### src/inc/fpv_pkg.sv
`default_nettype none
package fpv_pkg;
   // ==========================================================================
   // register byte offsets
   localparam logic [7:0] OFS_STATUS   = 8'h00;
   localparam logic [7:0] OFS_CMD_IDX  = 8'h04;
   localparam logic [7:0] OFS_CMD_WORD = 8'h08;
   localparam logic [7:0] OFS_PF_PROT  = 8'h0C;
   localparam logic [7:0] OFS_EE_PROT  = 8'h10;
   localparam logic [7:0] OFS_CONFIG   = 8'h14;
   // ==========================================================================
   // status register fields
   localparam int ST_CMD_DONE = 7;
   localparam int ST_ACC_ERR  = 5;
   localparam int ST_PVIOL    = 4;
   localparam int ST_MGUP     = 1;
   localparam int ST_MGLO     = 0;
   // ==========================================================================
   // eeprom protection fields
   localparam int EE_OPEN     = 7;
   localparam int SECT_SIZE_W = 5;
   // ==========================================================================
   // config register fields
   localparam int CFG_CCIE  = 0;
   localparam int CFG_ERRIE = 1;
   // ==========================================================================
   // commands and command words
   localparam logic [7:0]  CMD_ERASE_VERIFY = 8'h03;
   localparam logic [7:0]  CMD_READ_ONCE    = 8'h04;
   localparam logic [2:0]  EVS_INDEX        = 3'h2;
   localparam logic [15:0] RO_MAX_INDEX     = 16'h0007;
   localparam int          NUM_WORDS        = 3;
   localparam logic [2:0]  PHRASE_ALIGN     = 3'h0;
   localparam logic [63:0] ERASED_PHRASE    = 64'hFFFF_FFFF_FFFF_FFFF;
   // ==========================================================================
   // reset values
   localparam logic [2:0]  PF_SCEN_RST = 3'h7;
   localparam logic [7:0]  CFG_RST     = 8'h00;
   // allowed scenario moves, bit n of entry m: move from m to n
   localparam logic [7:0] PF_ALLOW [8] = '{8'h0F, 8'h0A, 8'h0C, 8'h08,
                                           8'h18, 8'h3C, 8'h5A, 8'hFF};
   // ==========================================================================
   // sequencer states
   typedef enum logic [3:0] {
      ST_IDLE  = 4'b0001,
      ST_CHECK = 4'b0010,
      ST_READ  = 4'b0100,
      ST_DONE  = 4'b1000
   } fpv_state_t;
endpackage
`default_nettype wire

### src/logic/fpv_core.sv
// The Wishbone register port and the register offsets were decided locally.
`timescale 1ns/10ps
`default_nettype none
// Contract
// - normal mode: pflash protection grows only
// - pflash protection reads the active scenario
// - moves from scenarios 0 to 3 limited
// - moves from scenarios 4 to 6 limited, scenario 7 may move to any
// - normal mode: eeprom size grows, open clears
// - open bit set means eeprom unprotected
// - special mode: eeprom protection freely writable
// - eeprom protection loaded from config at reset
// - clearing complete flag launches, completion sets it
// - unerased phrase sets both status bits
// - wrong word index gives access error
// - command unavailable in mode gives access error
// - invalid global address gives access error
// - misaligned start address gives access error
// - section past flash end gives access error
// - any read error sets upper status
// - uncorrectable read error sets lower status
// - read-once returns phrase word zero
// - eeprom reads correct single, detect double
// - interrupts on completion and on access error
module fpv_core #(
   parameter logic [23:0] PF_BASE     = 24'h000000,
   parameter logic [23:0] PF_SIZE     = 24'h010000,
   parameter logic [1:0]  EVS_MODE_OK = 2'b11
) (
   input  wire logic        clk_i,
   input  wire logic        rst_i,
   input  wire logic        wb_cyc_i,
   input  wire logic        wb_stb_i,
   input  wire logic        wb_we_i,
   input  wire logic [7:0]  wb_adr_i,
   input  wire logic [3:0]  wb_sel_i,
   input  wire logic [31:0] wb_dat_i,
   output logic      [31:0] wb_dat_o,
   output logic             wb_ack_o,
   input  wire logic        special_mode_i,
   input  wire logic [7:0]  ee_prot_cfg_i,
   output logic             mem_rd_o,
   output logic             mem_info_o,
   output logic      [23:0] mem_addr_o,
   input  wire logic        mem_ack_i,
   input  wire logic [63:0] mem_data_i,
   input  wire logic        mem_err_i,
   input  wire logic        mem_uncorr_i,
   input  wire logic        ee_valid_i,
   input  wire logic [21:0] ee_code_i,
   output logic             ee_valid_o,
   output logic      [15:0] ee_data_o,
   output logic             ee_corr_o,
   output logic             ee_dbl_o,
   output logic             ee_prot_en_o,
   output logic      [4:0]  ee_prot_size_o,
   output logic             irq_o
);
   // ==========================================================================
   // bus decode
   wire        bus_req  = wb_cyc_i & wb_stb_i & ~wb_ack_o;
   wire        wr_lo    = bus_req & wb_we_i & wb_sel_i[0];
   wire        wr_hi    = bus_req & wb_we_i & wb_sel_i[1];
   wire        sel_st   = (wb_adr_i == fpv_pkg::OFS_STATUS);
   wire        sel_idx  = (wb_adr_i == fpv_pkg::OFS_CMD_IDX);
   wire        sel_word = (wb_adr_i == fpv_pkg::OFS_CMD_WORD);
   wire        sel_pf   = (wb_adr_i == fpv_pkg::OFS_PF_PROT);
   wire        sel_ee   = (wb_adr_i == fpv_pkg::OFS_EE_PROT);
   wire        sel_cfg  = (wb_adr_i == fpv_pkg::OFS_CONFIG);

   // ==========================================================================
   // registers
   fpv_pkg::fpv_state_t state_r, state_nxt;
   logic              cmd_done_r;
   logic              acc_err_r;
   logic              mgup_r;
   logic              mglo_r;
   logic [2:0]        idx_r;
   logic [15:0]       cw_r [fpv_pkg::NUM_WORDS];
   logic [2:0]        pf_r;
   logic [7:0]        ee_r;
   logic [7:0]        cfg_r;
   logic [23:0]       cur_addr_r;
   logic [15:0]       remain_r;
   logic              ro_r;
   logic              blank_fail_r;
   logic              rd_err_r;
   logic              uncorr_r;

   // ==========================================================================
   // launch and status flags
   wire launch = wr_lo & sel_st & wb_dat_i[fpv_pkg::ST_CMD_DONE]
               & cmd_done_r & ~acc_err_r;
   wire clr_acc = wr_lo & sel_st & wb_dat_i[fpv_pkg::ST_ACC_ERR];
   wire [7:0]  cmd_code = cw_r[0][15:8];
   wire [23:0] gaddr    = {cw_r[0][7:0], cw_r[1]};
   wire [25:0] pf_limit = {2'b00, PF_BASE} + {2'b00, PF_SIZE};
   wire [25:0] sect_end = {2'b00, gaddr} + {7'b0000000, cw_r[2], 3'b000};
   wire        mode_ok  = special_mode_i ? EVS_MODE_OK[1] : EVS_MODE_OK[0];
   wire        addr_ok  = ({2'b00, gaddr} >= {2'b00, PF_BASE}) && ({2'b00, gaddr} < pf_limit);
   wire        evs_err  = (idx_r != fpv_pkg::EVS_INDEX)
                        | ~mode_ok
                        | ~addr_ok
                        | (gaddr[2:0] != fpv_pkg::PHRASE_ALIGN)
                        | (sect_end > pf_limit);
   wire        ro_err   = (cw_r[1] > fpv_pkg::RO_MAX_INDEX);
   wire        is_evs   = (cmd_code == fpv_pkg::CMD_ERASE_VERIFY);
   wire        is_ro    = (cmd_code == fpv_pkg::CMD_READ_ONCE);
   wire        chk_fail = is_evs ? evs_err : (is_ro ? ro_err : 1'b1);
   wire        chk_st   = (state_r == fpv_pkg::ST_CHECK);
   wire        set_acc  = chk_st & chk_fail;
   wire        go_read  = chk_st & ~chk_fail & (is_ro | (cw_r[2] != 16'h0000));
   wire        rd_st    = (state_r == fpv_pkg::ST_READ);
   wire        last_ack = rd_st & mem_ack_i & (remain_r == 16'h0001);
   wire        done_st  = (state_r == fpv_pkg::ST_DONE);
   wire        finish   = done_st | (chk_st & ~go_read);
   wire        phrase_dirty = mem_data_i != fpv_pkg::ERASED_PHRASE;

   // ==========================================================================
   // sequencer
   always_comb begin
      state_nxt = state_r;
      unique case (state_r)
         fpv_pkg::ST_IDLE:  if (launch) state_nxt = fpv_pkg::ST_CHECK;
         fpv_pkg::ST_CHECK: state_nxt = go_read ? fpv_pkg::ST_READ : fpv_pkg::ST_IDLE;
         fpv_pkg::ST_READ:  if (last_ack) state_nxt = fpv_pkg::ST_DONE;
         fpv_pkg::ST_DONE:  state_nxt = fpv_pkg::ST_IDLE;
      endcase
   end

   always_ff @(posedge clk_i) begin
      if (rst_i) begin
         state_r <= fpv_pkg::ST_IDLE;
      end else begin
         state_r <= state_nxt;
      end
   end

   // set wins over clear on complete and access error flags, launch clear wins on mgup/mglo
   always_ff @(posedge clk_i) begin
      if (rst_i) begin
         cmd_done_r <= 1'b1;
         acc_err_r  <= 1'b0;
         mgup_r     <= 1'b0;
         mglo_r     <= 1'b0;
      end else begin
         cmd_done_r <= (cmd_done_r & ~launch) | finish;
         acc_err_r  <= (acc_err_r & ~clr_acc) | set_acc;
         if (launch) begin
            mgup_r <= 1'b0;
            mglo_r <= 1'b0;
         end else if (done_st) begin
            mgup_r <= blank_fail_r | rd_err_r;
            mglo_r <= blank_fail_r | uncorr_r;
         end
      end
   end

   // ==========================================================================
   // verify and read-once walk
   always_ff @(posedge clk_i) begin
      if (rst_i) begin
         cur_addr_r   <= 24'h000000;
         remain_r     <= 16'h0000;
         ro_r         <= 1'b0;
         blank_fail_r <= 1'b0;
         rd_err_r     <= 1'b0;
         uncorr_r     <= 1'b0;
      end else if (go_read) begin
         cur_addr_r   <= is_ro ? {18'h00000, cw_r[1][2:0], 3'b000} : gaddr;
         remain_r     <= is_ro ? 16'h0001 : cw_r[2];
         ro_r         <= is_ro;
         blank_fail_r <= 1'b0;
         rd_err_r     <= 1'b0;
         uncorr_r     <= 1'b0;
      end else if (rd_st & mem_ack_i) begin
         cur_addr_r   <= cur_addr_r + 24'h000008;
         remain_r     <= remain_r - 16'h0001;
         blank_fail_r <= blank_fail_r | (~ro_r & phrase_dirty);
         rd_err_r     <= rd_err_r | mem_err_i | mem_uncorr_i;
         uncorr_r     <= uncorr_r | mem_uncorr_i;
      end
   end

   always_ff @(posedge clk_i) begin
      if (rst_i) begin
         mem_rd_o   <= 1'b0;
         mem_info_o <= 1'b0;
         mem_addr_o <= 24'h000000;
      end else begin
         mem_rd_o   <= (state_nxt == fpv_pkg::ST_READ) & ~(rd_st & mem_ack_i);
         mem_info_o <= go_read ? is_ro : mem_info_o;
         mem_addr_o <= go_read ? (is_ro ? {18'h00000, cw_r[1][2:0], 3'b000} : gaddr)
                     : ((rd_st & mem_ack_i) ? cur_addr_r + 24'h000008 : mem_addr_o);
      end
   end

   // ==========================================================================
   // command words and index
   always_ff @(posedge clk_i) begin
      if (rst_i) begin
         idx_r <= 3'h0;
         for (int i = 0; i < fpv_pkg::NUM_WORDS; i++) begin
            cw_r[i] <= 16'h0000;
         end
      end else begin
         if (wr_lo & sel_idx) idx_r <= wb_dat_i[2:0];
         for (int i = 0; i < fpv_pkg::NUM_WORDS; i++) begin
            if (sel_word & (idx_r == 3'(i)) & ~rd_st) begin
               if (wr_lo) cw_r[i][7:0]  <= wb_dat_i[7:0];
               if (wr_hi) cw_r[i][15:8] <= wb_dat_i[15:8];
            end
         end
         if (last_ack & ro_r) cw_r[2] <= mem_data_i[15:0];
      end
   end

   // ==========================================================================
   // protection registers
   wire [4:0] size_new = wb_dat_i[fpv_pkg::SECT_SIZE_W-1:0];
   wire [4:0] size_old = ee_r[fpv_pkg::SECT_SIZE_W-1:0];
   wire       open_new = wb_dat_i[fpv_pkg::EE_OPEN];
   wire       open_old = ee_r[fpv_pkg::EE_OPEN];
   wire       open_ok  = open_old | ~open_new;
   wire       ee_ok    = special_mode_i
                       | (open_ok & ((size_new > size_old)
                       | ((size_new == size_old) & open_old & ~open_new)));
   wire [7:0] pf_row   = fpv_pkg::PF_ALLOW[pf_r];
   wire       pf_ok    = special_mode_i | pf_row[wb_dat_i[2:0]];

   always_ff @(posedge clk_i) begin
      if (rst_i) begin
         pf_r  <= fpv_pkg::PF_SCEN_RST;
         ee_r  <= ee_prot_cfg_i & 8'h9F;
         cfg_r <= fpv_pkg::CFG_RST;
      end else begin
         if (wr_lo & sel_pf & pf_ok) pf_r <= wb_dat_i[2:0];
         if (wr_lo & sel_ee & ee_ok) ee_r <= wb_dat_i[7:0] & 8'h9F;
         if (wr_lo & sel_cfg) cfg_r <= {6'h00, wb_dat_i[1:0]};
      end
   end

   // ==========================================================================
   // bus answer, one wait state
   wire [7:0]  st_val = {cmd_done_r, 1'b0, acc_err_r, 1'b0, 2'b00, mgup_r, mglo_r};
   wire [15:0] word_val = (idx_r < 3'(fpv_pkg::NUM_WORDS)) ? cw_r[idx_r[1:0]] : 16'h0000;
   wire [31:0] rd_mux = sel_st   ? {24'h000000, st_val}
                      : sel_idx  ? {29'h00000000, idx_r}
                      : sel_word ? {16'h0000, word_val}
                      : sel_pf   ? {29'h00000000, pf_r}
                      : sel_ee   ? {24'h000000, ee_r}
                      : sel_cfg  ? {24'h000000, cfg_r}
                      : 32'h00000000;

   always_ff @(posedge clk_i) begin
      if (rst_i) begin
         wb_ack_o <= 1'b0;
         wb_dat_o <= 32'h00000000;
      end else begin
         wb_ack_o <= bus_req;
         wb_dat_o <= bus_req ? rd_mux : 32'h00000000;
      end
   end

   // ==========================================================================
   // eeprom secded decode
   function automatic logic [18:0] ecc_fix(input logic [21:0] cw);
      logic [4:0]  syn;
      logic [21:0] fx;
      logic [15:0] d;
      int          k;
      syn = 5'h00;
      fx  = cw;
      d   = 16'h0000;
      k   = 0;
      for (int i = 1; i < 22; i++) begin
         if (cw[i]) syn = syn ^ 5'(i);
      end
      if ((syn != 5'h00) && (^cw) && (syn < 5'h16)) fx[syn] = ~fx[syn];
      for (int i = 3; i < 22; i++) begin
         if ((i != 4) && (i != 8) && (i != 16)) begin
            d[k] = fx[i];
            k = k + 1;
         end
      end
      ecc_fix = {(^cw), ((syn != 5'h00) & ~(^cw)), 1'b0, d};
   endfunction

   wire [18:0] ecc_res = ecc_fix(ee_code_i);

   always_ff @(posedge clk_i) begin
      if (rst_i) begin
         ee_valid_o <= 1'b0;
         ee_data_o  <= 16'h0000;
         ee_corr_o  <= 1'b0;
         ee_dbl_o   <= 1'b0;
      end else begin
         ee_valid_o <= ee_valid_i;
         if (ee_valid_i) begin
            ee_data_o <= ecc_res[15:0];
            ee_corr_o <= ecc_res[18];
            ee_dbl_o  <= ecc_res[17];
         end
      end
   end

   // ==========================================================================
   // effective eeprom protection and interrupt
   always_ff @(posedge clk_i) begin
      if (rst_i) begin
         ee_prot_en_o   <= 1'b0;
         ee_prot_size_o <= 5'h00;
         irq_o          <= 1'b0;
      end else begin
         ee_prot_en_o   <= ~open_old;
         ee_prot_size_o <= open_old ? 5'h00 : size_old;
         irq_o          <= (cfg_r[fpv_pkg::CFG_CCIE] & cmd_done_r)
                         | (cfg_r[fpv_pkg::CFG_ERRIE] & acc_err_r);
      end
   end
endmodule
`default_nettype wire

### config.mk
export PLATFORM = sky130hd
export DESIGN_NAME = fpv_core
export DESIGN_NICKNAME = d
export VERILOG_FILES = /design/src/inc/fpv_pkg.sv /design/src/logic/fpv_core.sv
export SDC_FILE = /design/constraint.sdc
export NUM_CORES = 1
export LEC_CHECK = 0
export BUFFER_PORTS_ARGS = -buffer_cell sky130_fd_sc_hd__buf_4
export CAP_MARGIN = 30
export CORE_AREA = 2 2 120 168
export DETAILED_ROUTE_END_ITERATION = 8
export DIE_AREA = 0 0 122 170
export GPL_TIMING_DRIVEN = 0
export HOLD_SLACK_MARGIN = 0.08
export PLACE_DENSITY = 0.71
export SYNTH_ARGS = -nofsm -noshare
export SYNTH_HDL_FRONTEND = slang
export SYNTH_SLANG_ARGS = --single-unit
### constraint.sdc
create_clock -name clk_i -period 9.9 [get_ports clk_i]
set_input_delay 1.98 -clock clk_i [delete_from_list [all_inputs] [get_ports clk_i]]
set_output_delay 1.98 -clock clk_i [all_outputs]
set_load 0.01 [all_outputs]
==> impl_metrics.ini, run 1 <==
[status]
outcome = finished, final reports clean

[floorplan]
chipWidth_um = 122
start_util = 0.493
core-area_um2 = 19100
num_rows = 60
die_area_um2 = 20700
ios = 233
die_h_um = 170

[synth]
netlist_instances = 1067
ys_warn_count = 0
synth_top_family_by_area = simple AND/OR/NAND/NOR gates
synthFlopType = dfxtp_1
synth_compound_area_frac = 0.158
synth-seq-area-share = 0.396
synth_edf_count = 54
synth_fa_ha_area_frac = 0.0366
syn_avg_cell_area_um2 = 8.85
ys_ff_latch = 160
synth_cell_types = 81
syn-cell-area_um2 = 9450
async_flop_share = 0
synthMuxAreaShare = 0.0522
synth-simple-area-share = 0.250
synth-xor-area-share = 0.0621

[route]
via_count = 8958
drt_wl_total_um = 28700
dr.pass1.iters = 7
drc = 0
vias_per_cell = 5.75
drt-initial-drc-count = 563
route.antenna.remaining_nets = 0
wl_per_cell_um = 18.4

[clock_network]
post_cts_buffers = 0
cts_sinks = 160
cts_buffer_depth = 2
cts_hold_buf = 0
cts_buffers = 17
cts_tree = built
ctsResizeCount = 0
root_buffer = clkbuf_16
clk_latency_ns = 0.43
path_clk_slew_ns = 0.07
htreeDepth = 4

[worst_setup_path]
crit_buf_inv = 3
cpPeakStageDelay_ns = 0.43
critPathLaunchType = input pin
end_kind = register
path_delay_family = XOR/XNOR gates
critical_path_arrival_ns = 4.93
required_ns = 10.28
crit_type = input pin to register
path_cells = buf_4 > xnor2_1 > xnor3_1 > xnor2_2 > buf_2 > mux2i_1 > mux2_2 > a21oi_1 > a311oi_1 > buf_2 > mux2i_1 > nand2_1
cpMaxStageDelayCell = xnor3_1
cp_max_fo = 10

[pwr]
p_sw_frac = 0.281
seq_power_share = 0.397
vdd.ir_drop.worst_v = 0.0000872
intPower_mw = 1.30
p_clk_frac = 0.402
total_leakage_power_nw = 4.97
power.switching_mw = 0.507
p_comb_frac = 0.201
powerDensity_nw_per_um2 = 151
total_power_mw = 1.80

[grt]
grt_max_degree = 17
grt_pass1_wl_um = 45200
groute.usage.overall = 0.283
grt_pass1_vias = 8728
antenna_found_initial = 0
gr-total-overflow = 0

[sta]
fin_crit_ns = 4.55
slew_headroom = 0.381
max_freq_ghz = 0.220
finalCritPeriodShare = 0.460
finalSetupViolCount = 0
grt_setup_unrepaired = no
setup_tns_ns = 0
final.setup_skew_ns = 0.00732
hold_violations = 0
worstMarginPinSlew_ns = 0.921
finalMaxSlewViolations = 0

[layout]
layout.nets = 1473
antennaDiodeCount = 0
area_delta_synth_final_pct = 26.4
post-route-util = 0.624
nFillCells = 1681
drive_above_1_share = 0.216

[placement]
hpwl_um = 22600
io_buffer_count = 194
place_congestion = 0.944

[hold_path]
hold_path.class = register to register

[run]
maxCapViolations = 0
==> synthesized netlist by cell type (3+ instances only) <==
library cell	number	area, um2
a211oi_1	7	52.6
nor3b_1	4	30.0
clkbuf_1	29	109
ha_1	26	325
and3_1	18	113
nor3_1	48	240
a2111oi_0	4	35.0
a31oi_1	18	113
and2_1	28	175
a211o_1	4	35.0
o21a_1	4	30.0
a21o_1	22	165
dfxtp_1	106	2120
nand2b_1	6	37.5
nor4b_1	4	35.0
a22oi_1	6	45.0
o211ai_1	11	82.6
mux2_2	6	67.6
o31ai_1	4	30.0
o22ai_1	3	18.8
edfxtp_1	54	1620
mux2i_1	38	380
buf_1	4	15.0
a22o_1	14	123
or2_2	4	25.0
buf_2	5	25.0
nand3_1	71	355
nor2_1	94	353
a21oi_1	62	310
a311oi_1	4	35.0
nand4_1	25	156
xnor2_1	42	368
nand4b_1	3	26.3
buf_4	19	143
nor2b_1	12	75.1
nand2_1	108	405
or3_1	9	56.3
o21ai_0	26	130
nor4_1	18	113
nand3b_1	5	37.5
xor2_1	18	158
inv_1	24	90.1
==> path summary, 6_finish.rpt <==
path / slack (ns) / endpoint / cells after the start / from
setup / recovery: 5.35 / ee_data_o[0] / 12 / ee_code_i[11]
hold / removal: 0.45 / ee_data_o[0] / 2 / ee_data_o[0]
setup reg to reg: 5.86 / remain_r[9] / 14 / cw_r[2][0]
hold reg to reg: 0.45 / ee_data_o[0] / 2 / ee_data_o[0]
==> power by group through the flow <==
stage	sequential, mW	clock (mW)	combinational, mW
final	0.716	0.724	0.363
after global routing	0.717	0.755	0.398
after CTS	0.715	0.731	0.361
after detailed placement	0.730	0	0.359
after global placement	0.729	0	0.356
after floorplan	0.727	0	0.235
==> layout by cell type, fill, tap and decap left out, types with 18 or more instances in the layout <==
| cell type | instances |
|---|---|
| xnor2_1 | 42 |
| nor4_1 | 18 |
| and3_1 | 18 |
| a21o_1 | 22 |
| buf_4 | 213 |
| clkbuf_1 | 29 |
| nor2_1 | 94 |
| o21ai_0 | 26 |
| nand3_1 | 71 |
| mux2i_1 | 38 |
| ha_1 | 26 |
| inv_1 | 24 |
| dfxtp_1 | 106 |
| nand2_1 | 108 |
| and2_1 | 28 |
| a31oi_1 | 18 |
| clkbuf_16 | 18 |
| nor3_1 | 48 |
| a21oi_1 | 62 |
| xor2_1 | 18 |
| edfxtp_1 | 54 |
| nand4_1 | 25 |
==> final cells by class <==
| class | instances | area (um2) | area share |
|---|---|---|---|
| inverters | 24 | 90.1 | 0.00755 |
| clock buffers | 18 | 450 | 0.0377 |
| flip-flops and latches | 160 | 3740 | 0.314 |
| multi-input cells | 838 | 5340 | 0.447 |
| clock inverters | 14 | 204 | 0.0171 |
| well taps | 248 | 310 | 0.0260 |
| repair buffers | 197 | 1470 | 0.123 |
| plain buffers | 60 | 329 | 0.0276 |
==> sequential cells by signal (all words and copies together), names as in the netlist, 2 cells and up, named ones only <==
register / cells
ee_data_o: 16
pf_r: 3
state_r: 4
ee_prot_size_o: 5
wb_dat_o: 16
cfg_r: 2
ee_r: 6
idx_r: 3
mem_addr_o: 24
remain_r: 16
cw_r: 48
==> metrics by stage <==
stage / cell area, um2 / hold slack, ns / worst slack, ns / instances
after floorplan: 9500 / 0.441 / 5.50 / 1082
after global placement: 11300 / 0.435 / 4.97 / 1524
after detailed placement: 11300 / 0.445 / 4.95 / 1527
after CTS: 11900 / 0.455 / 5.38 / 1559
after global routing: 11900 / 0.469 / 5.15 / 1559
final: 11900 / 0.452 / 5.35 / 1559
==> layer usage <==
| layer | routed length [um] | vias up | track usage |
|---|---|---|---|
| li1 | - | 4360 | - |
| met1 | 11300 | 4199 | 0.327 |
| met2 | 14600 | 320 | 0.497 |
| met3 | 1500 | 79 | 0.0529 |
| met4 | 1370 | 0 | 0.140 |
| met5 | 0 | - | 0 |
==> tightest hold or removal path: stages (launching register included) <==
cell and delay (ns):
dfxtp_1 0.31, nand2_1 0.05, nand2_1 0.05
==> logic make-up (layout without fill, tap and decap cells) <==
kind of cell,after synthesis,count (layout)
other cells,1,16
mux,46,46
simple gates,469,469
fa+ha+maj,27,27
xor+xnor,63,63
buf+inv,84,313
compound gates,217,217
flops,160,160
No activity file was read; power rests on OpenSTA's default activity.
==> inputs of run 2 (changes only) <==
Settings changed: ABC_AREA set to 1, CORE_AREA 2 2 120 168 to 2 2 124 175, DIE_AREA 0 0 122 170 to 0 0 126 177.
Clock period 9.9 ns to 4.6 ns, I/O delays scaled along.
==> impl_metrics.ini, run 2 <==
[synth]
ys_ff_latch = 160
syn-cell-area_um2 = 10200
yosys-top-cells-area = dfxtp_1, edfxtp_1, nand2_1, nor2_1, inv_1
synth-seq-area-share = 0.366
synth_common_cells = nand2_1, nor2_1, inv_1
synth_top_area_frac = 0.207
async_flop_share = 0
synth_top_area_cell = dfxtp_1
synthFlopType = dfxtp_1
netlist_instances = 1473
synth_cell_types = 67
ys_warn_count = 0
synth_edf_count = 54
yosysMostFrequentCell = nand2_1
syn_avg_cell_area_um2 = 6.95

[sta]
final.setup_skew_ns = 0.0139
slew_headroom = 0.473
setup_tns_ns = 0
worstMarginPinSlew_ns = 0.785
fin_crit_ns = 3.55
finalMaxSlewViolations = 0
hold_violations = 0
finalCritPeriodShare = 0.771
max_freq_ghz = 0.282
grt_setup_unrepaired = no
finalSetupViolCount = 0

[worst_setup_path]
crit_type = register to register
end_kind = register
critPathLaunchType = register
critical_path_arrival_ns = 3.64
r2r_end = cw_r[2][8]
rr_startpoint = state_r[1]
rrSetupSlack_ns = 1.05
path_cells = nor2_1 > nand3_1 > inv_1 > nand2_1 > inv_1 > nand3b_1 > nor3_1 > inv_1 > clkbuf_1 > nand3_1
cpMaxStageDelayCell = nor3_1
path_delay_family = simple AND/OR/NAND/NOR gates
required_ns = 4.69
cp_max_fo = 10
path_common_cell = inv_1
cpPeakStageDelay_ns = 0.65
rr_worst_depth = 10
crit_buf_inv = 4

[route]
dr.pass1.iters = 5
route.antenna.remaining_nets = 0
drt-initial-drc-count = 963
drc = 0
drt_wl_total_um = 33800
via_count = 10909
vias_per_cell = 5.51
wl_per_cell_um = 17.1

[clock_network]
path_clk_slew_ns = 0.07
cts_hold_buf = 0
clk_latency_ns = 0.44
cts_sinks = 160
post_cts_buffers = 0
ctsResizeCount = 0
cts_tree = built
htreeDepth = 4
root_buffer = clkbuf_16
cts_buffer_depth = 2
cts_buffers = 17

[floorplan]
num_rows = 63
die_h_um = 177
start_util = 0.492
die_area_um2 = 22300
ios = 233
chipWidth_um = 126
core-area_um2 = 20800

[hold_path]
hold_path.class = register to register
hold_path_end = mem_addr_o[0]
min_path_cells = 2
hold_start = mem_addr_o[0]

[grt]
groute.usage.overall = 0.303
gr-total-overflow = 0
antenna_found_initial = 0
grt_pass1_vias = 10482
use_met1 = 0.344
grtUsageMet2 = 0.548
grt_max_degree = 19
grt_use_met3 = 0.0550
grt_pass1_wl_um = 53300
grt-busiest-layer = met2

[status]
outcome = finished, final reports clean

[placement]
hpwl_um = 27200
place_congestion = 0.972
dp_cells = 1948
io_buffer_count = 196

[layout]
area_delta_synth_final_pct = 24.1
nFillCells = 1981
seqCellArea_um2 = 3740
final_common_cell = nand2_1
largest_registers = cw_r x48, mem_addr_o x24
multi_input_area_um2 = 5480
drive_above_1_share = 0.181
layout.nets = 1882
largest_register = cw_r
antennaDiodeCount = 0
finalNonFillerCells = 1980
final_cell_mix = nand2_1, buf_4, nor2_1
largest_reg_flops = 48

[pwr]
total_power_mw = 3.61
powerDensity_nw_per_um2 = 284
total_leakage_power_nw = 5.99
vdd.ir_drop.worst_v = 0.000253

[run]
maxCapViolations = 0
==> run 2: per-stage QoR <==
step | hold slack, ns | area (um2) | setup slack, ns | utilization
detailed placement | 0.422 | 12100 | 1.02 | 0.582
floorplan | 0.422 | 10300 | 1.81 | -
global route | 0.452 | 12700 | 0.697 | 0.610
global placement | 0.418 | 12100 | 1.04 | 0.581
CTS | 0.435 | 12700 | 1.09 | 0.610
finish | 0.431 | 12700 | 1.05 | 0.610
==> run 2: layout make-up <==
type                            instances  area share
Buffer                                 57      0.0248
Clock buffer                           17      0.0335
Clock inverter                         15      0.0129
Multi-Input combinational cell       1072       0.432
Sequential cell                       160       0.295
Timing Repair Buffer                  200       0.118
Inverter                              199      0.0590
Tap cell                              260      0.0256
==> run 2: worst max path at each step <==
stage,start,endpoint,slack [ns],depth (start not counted)
floorplan,wb_adr_i[7],cw_r[0][0],1.81,9
CTS,state_r[1],cw_r[2][9],1.09,10
finish,state_r[1],cw_r[2][8],1.05,10
global placement,mem_ack_i,cw_r[2][14],1.04,8
global route,cw_r[2][0],remain_r[12],0.70,22
detailed placement,mem_ack_i,cw_r[2][9],1.02,8
==> run 2: kinds of logic (layout without fill, tap and decap cells) <==
| kind of cell | after synthesis | in the layout | synth area share |
|---|---|---|---|
| other | 1 | 16 | 0.000366 |
| and+or+nand+nor | 761 | 761 | 0.331 |
| DFF | 160 | 160 | 0.366 |
| buffers and inverters | 256 | 488 | 0.104 |
| adders and majority gates | 27 | 27 | 0.0337 |
| muxes | 1 | 1 | 0.000978 |
| xor gates and xnor gates | 45 | 45 | 0.0393 |
| AOI/OAI and AO/OA | 222 | 222 | 0.125 |
==> run 2: routing by layer <==
metal	part of all wire	routed length, um
met5	0	0
met4	0.047	1590
met3	0.062	2110
met2	0.51	17300
met1	0.38	12800
==> run 2: report_power, final <==
| group | internal, mW | switching, mW |
|---|---|---|
| registers | 1.50 | 0.0376 |
| clock network | 0.729 | 0.683 |
| logic | 0.252 | 0.412 |
==> run 2: worst min-delay path, cell delays in order, from the launching register on <==
cell and delay (ns):
dfxtp_1 0.31, inv_1 0.05, nor2_1 0.03
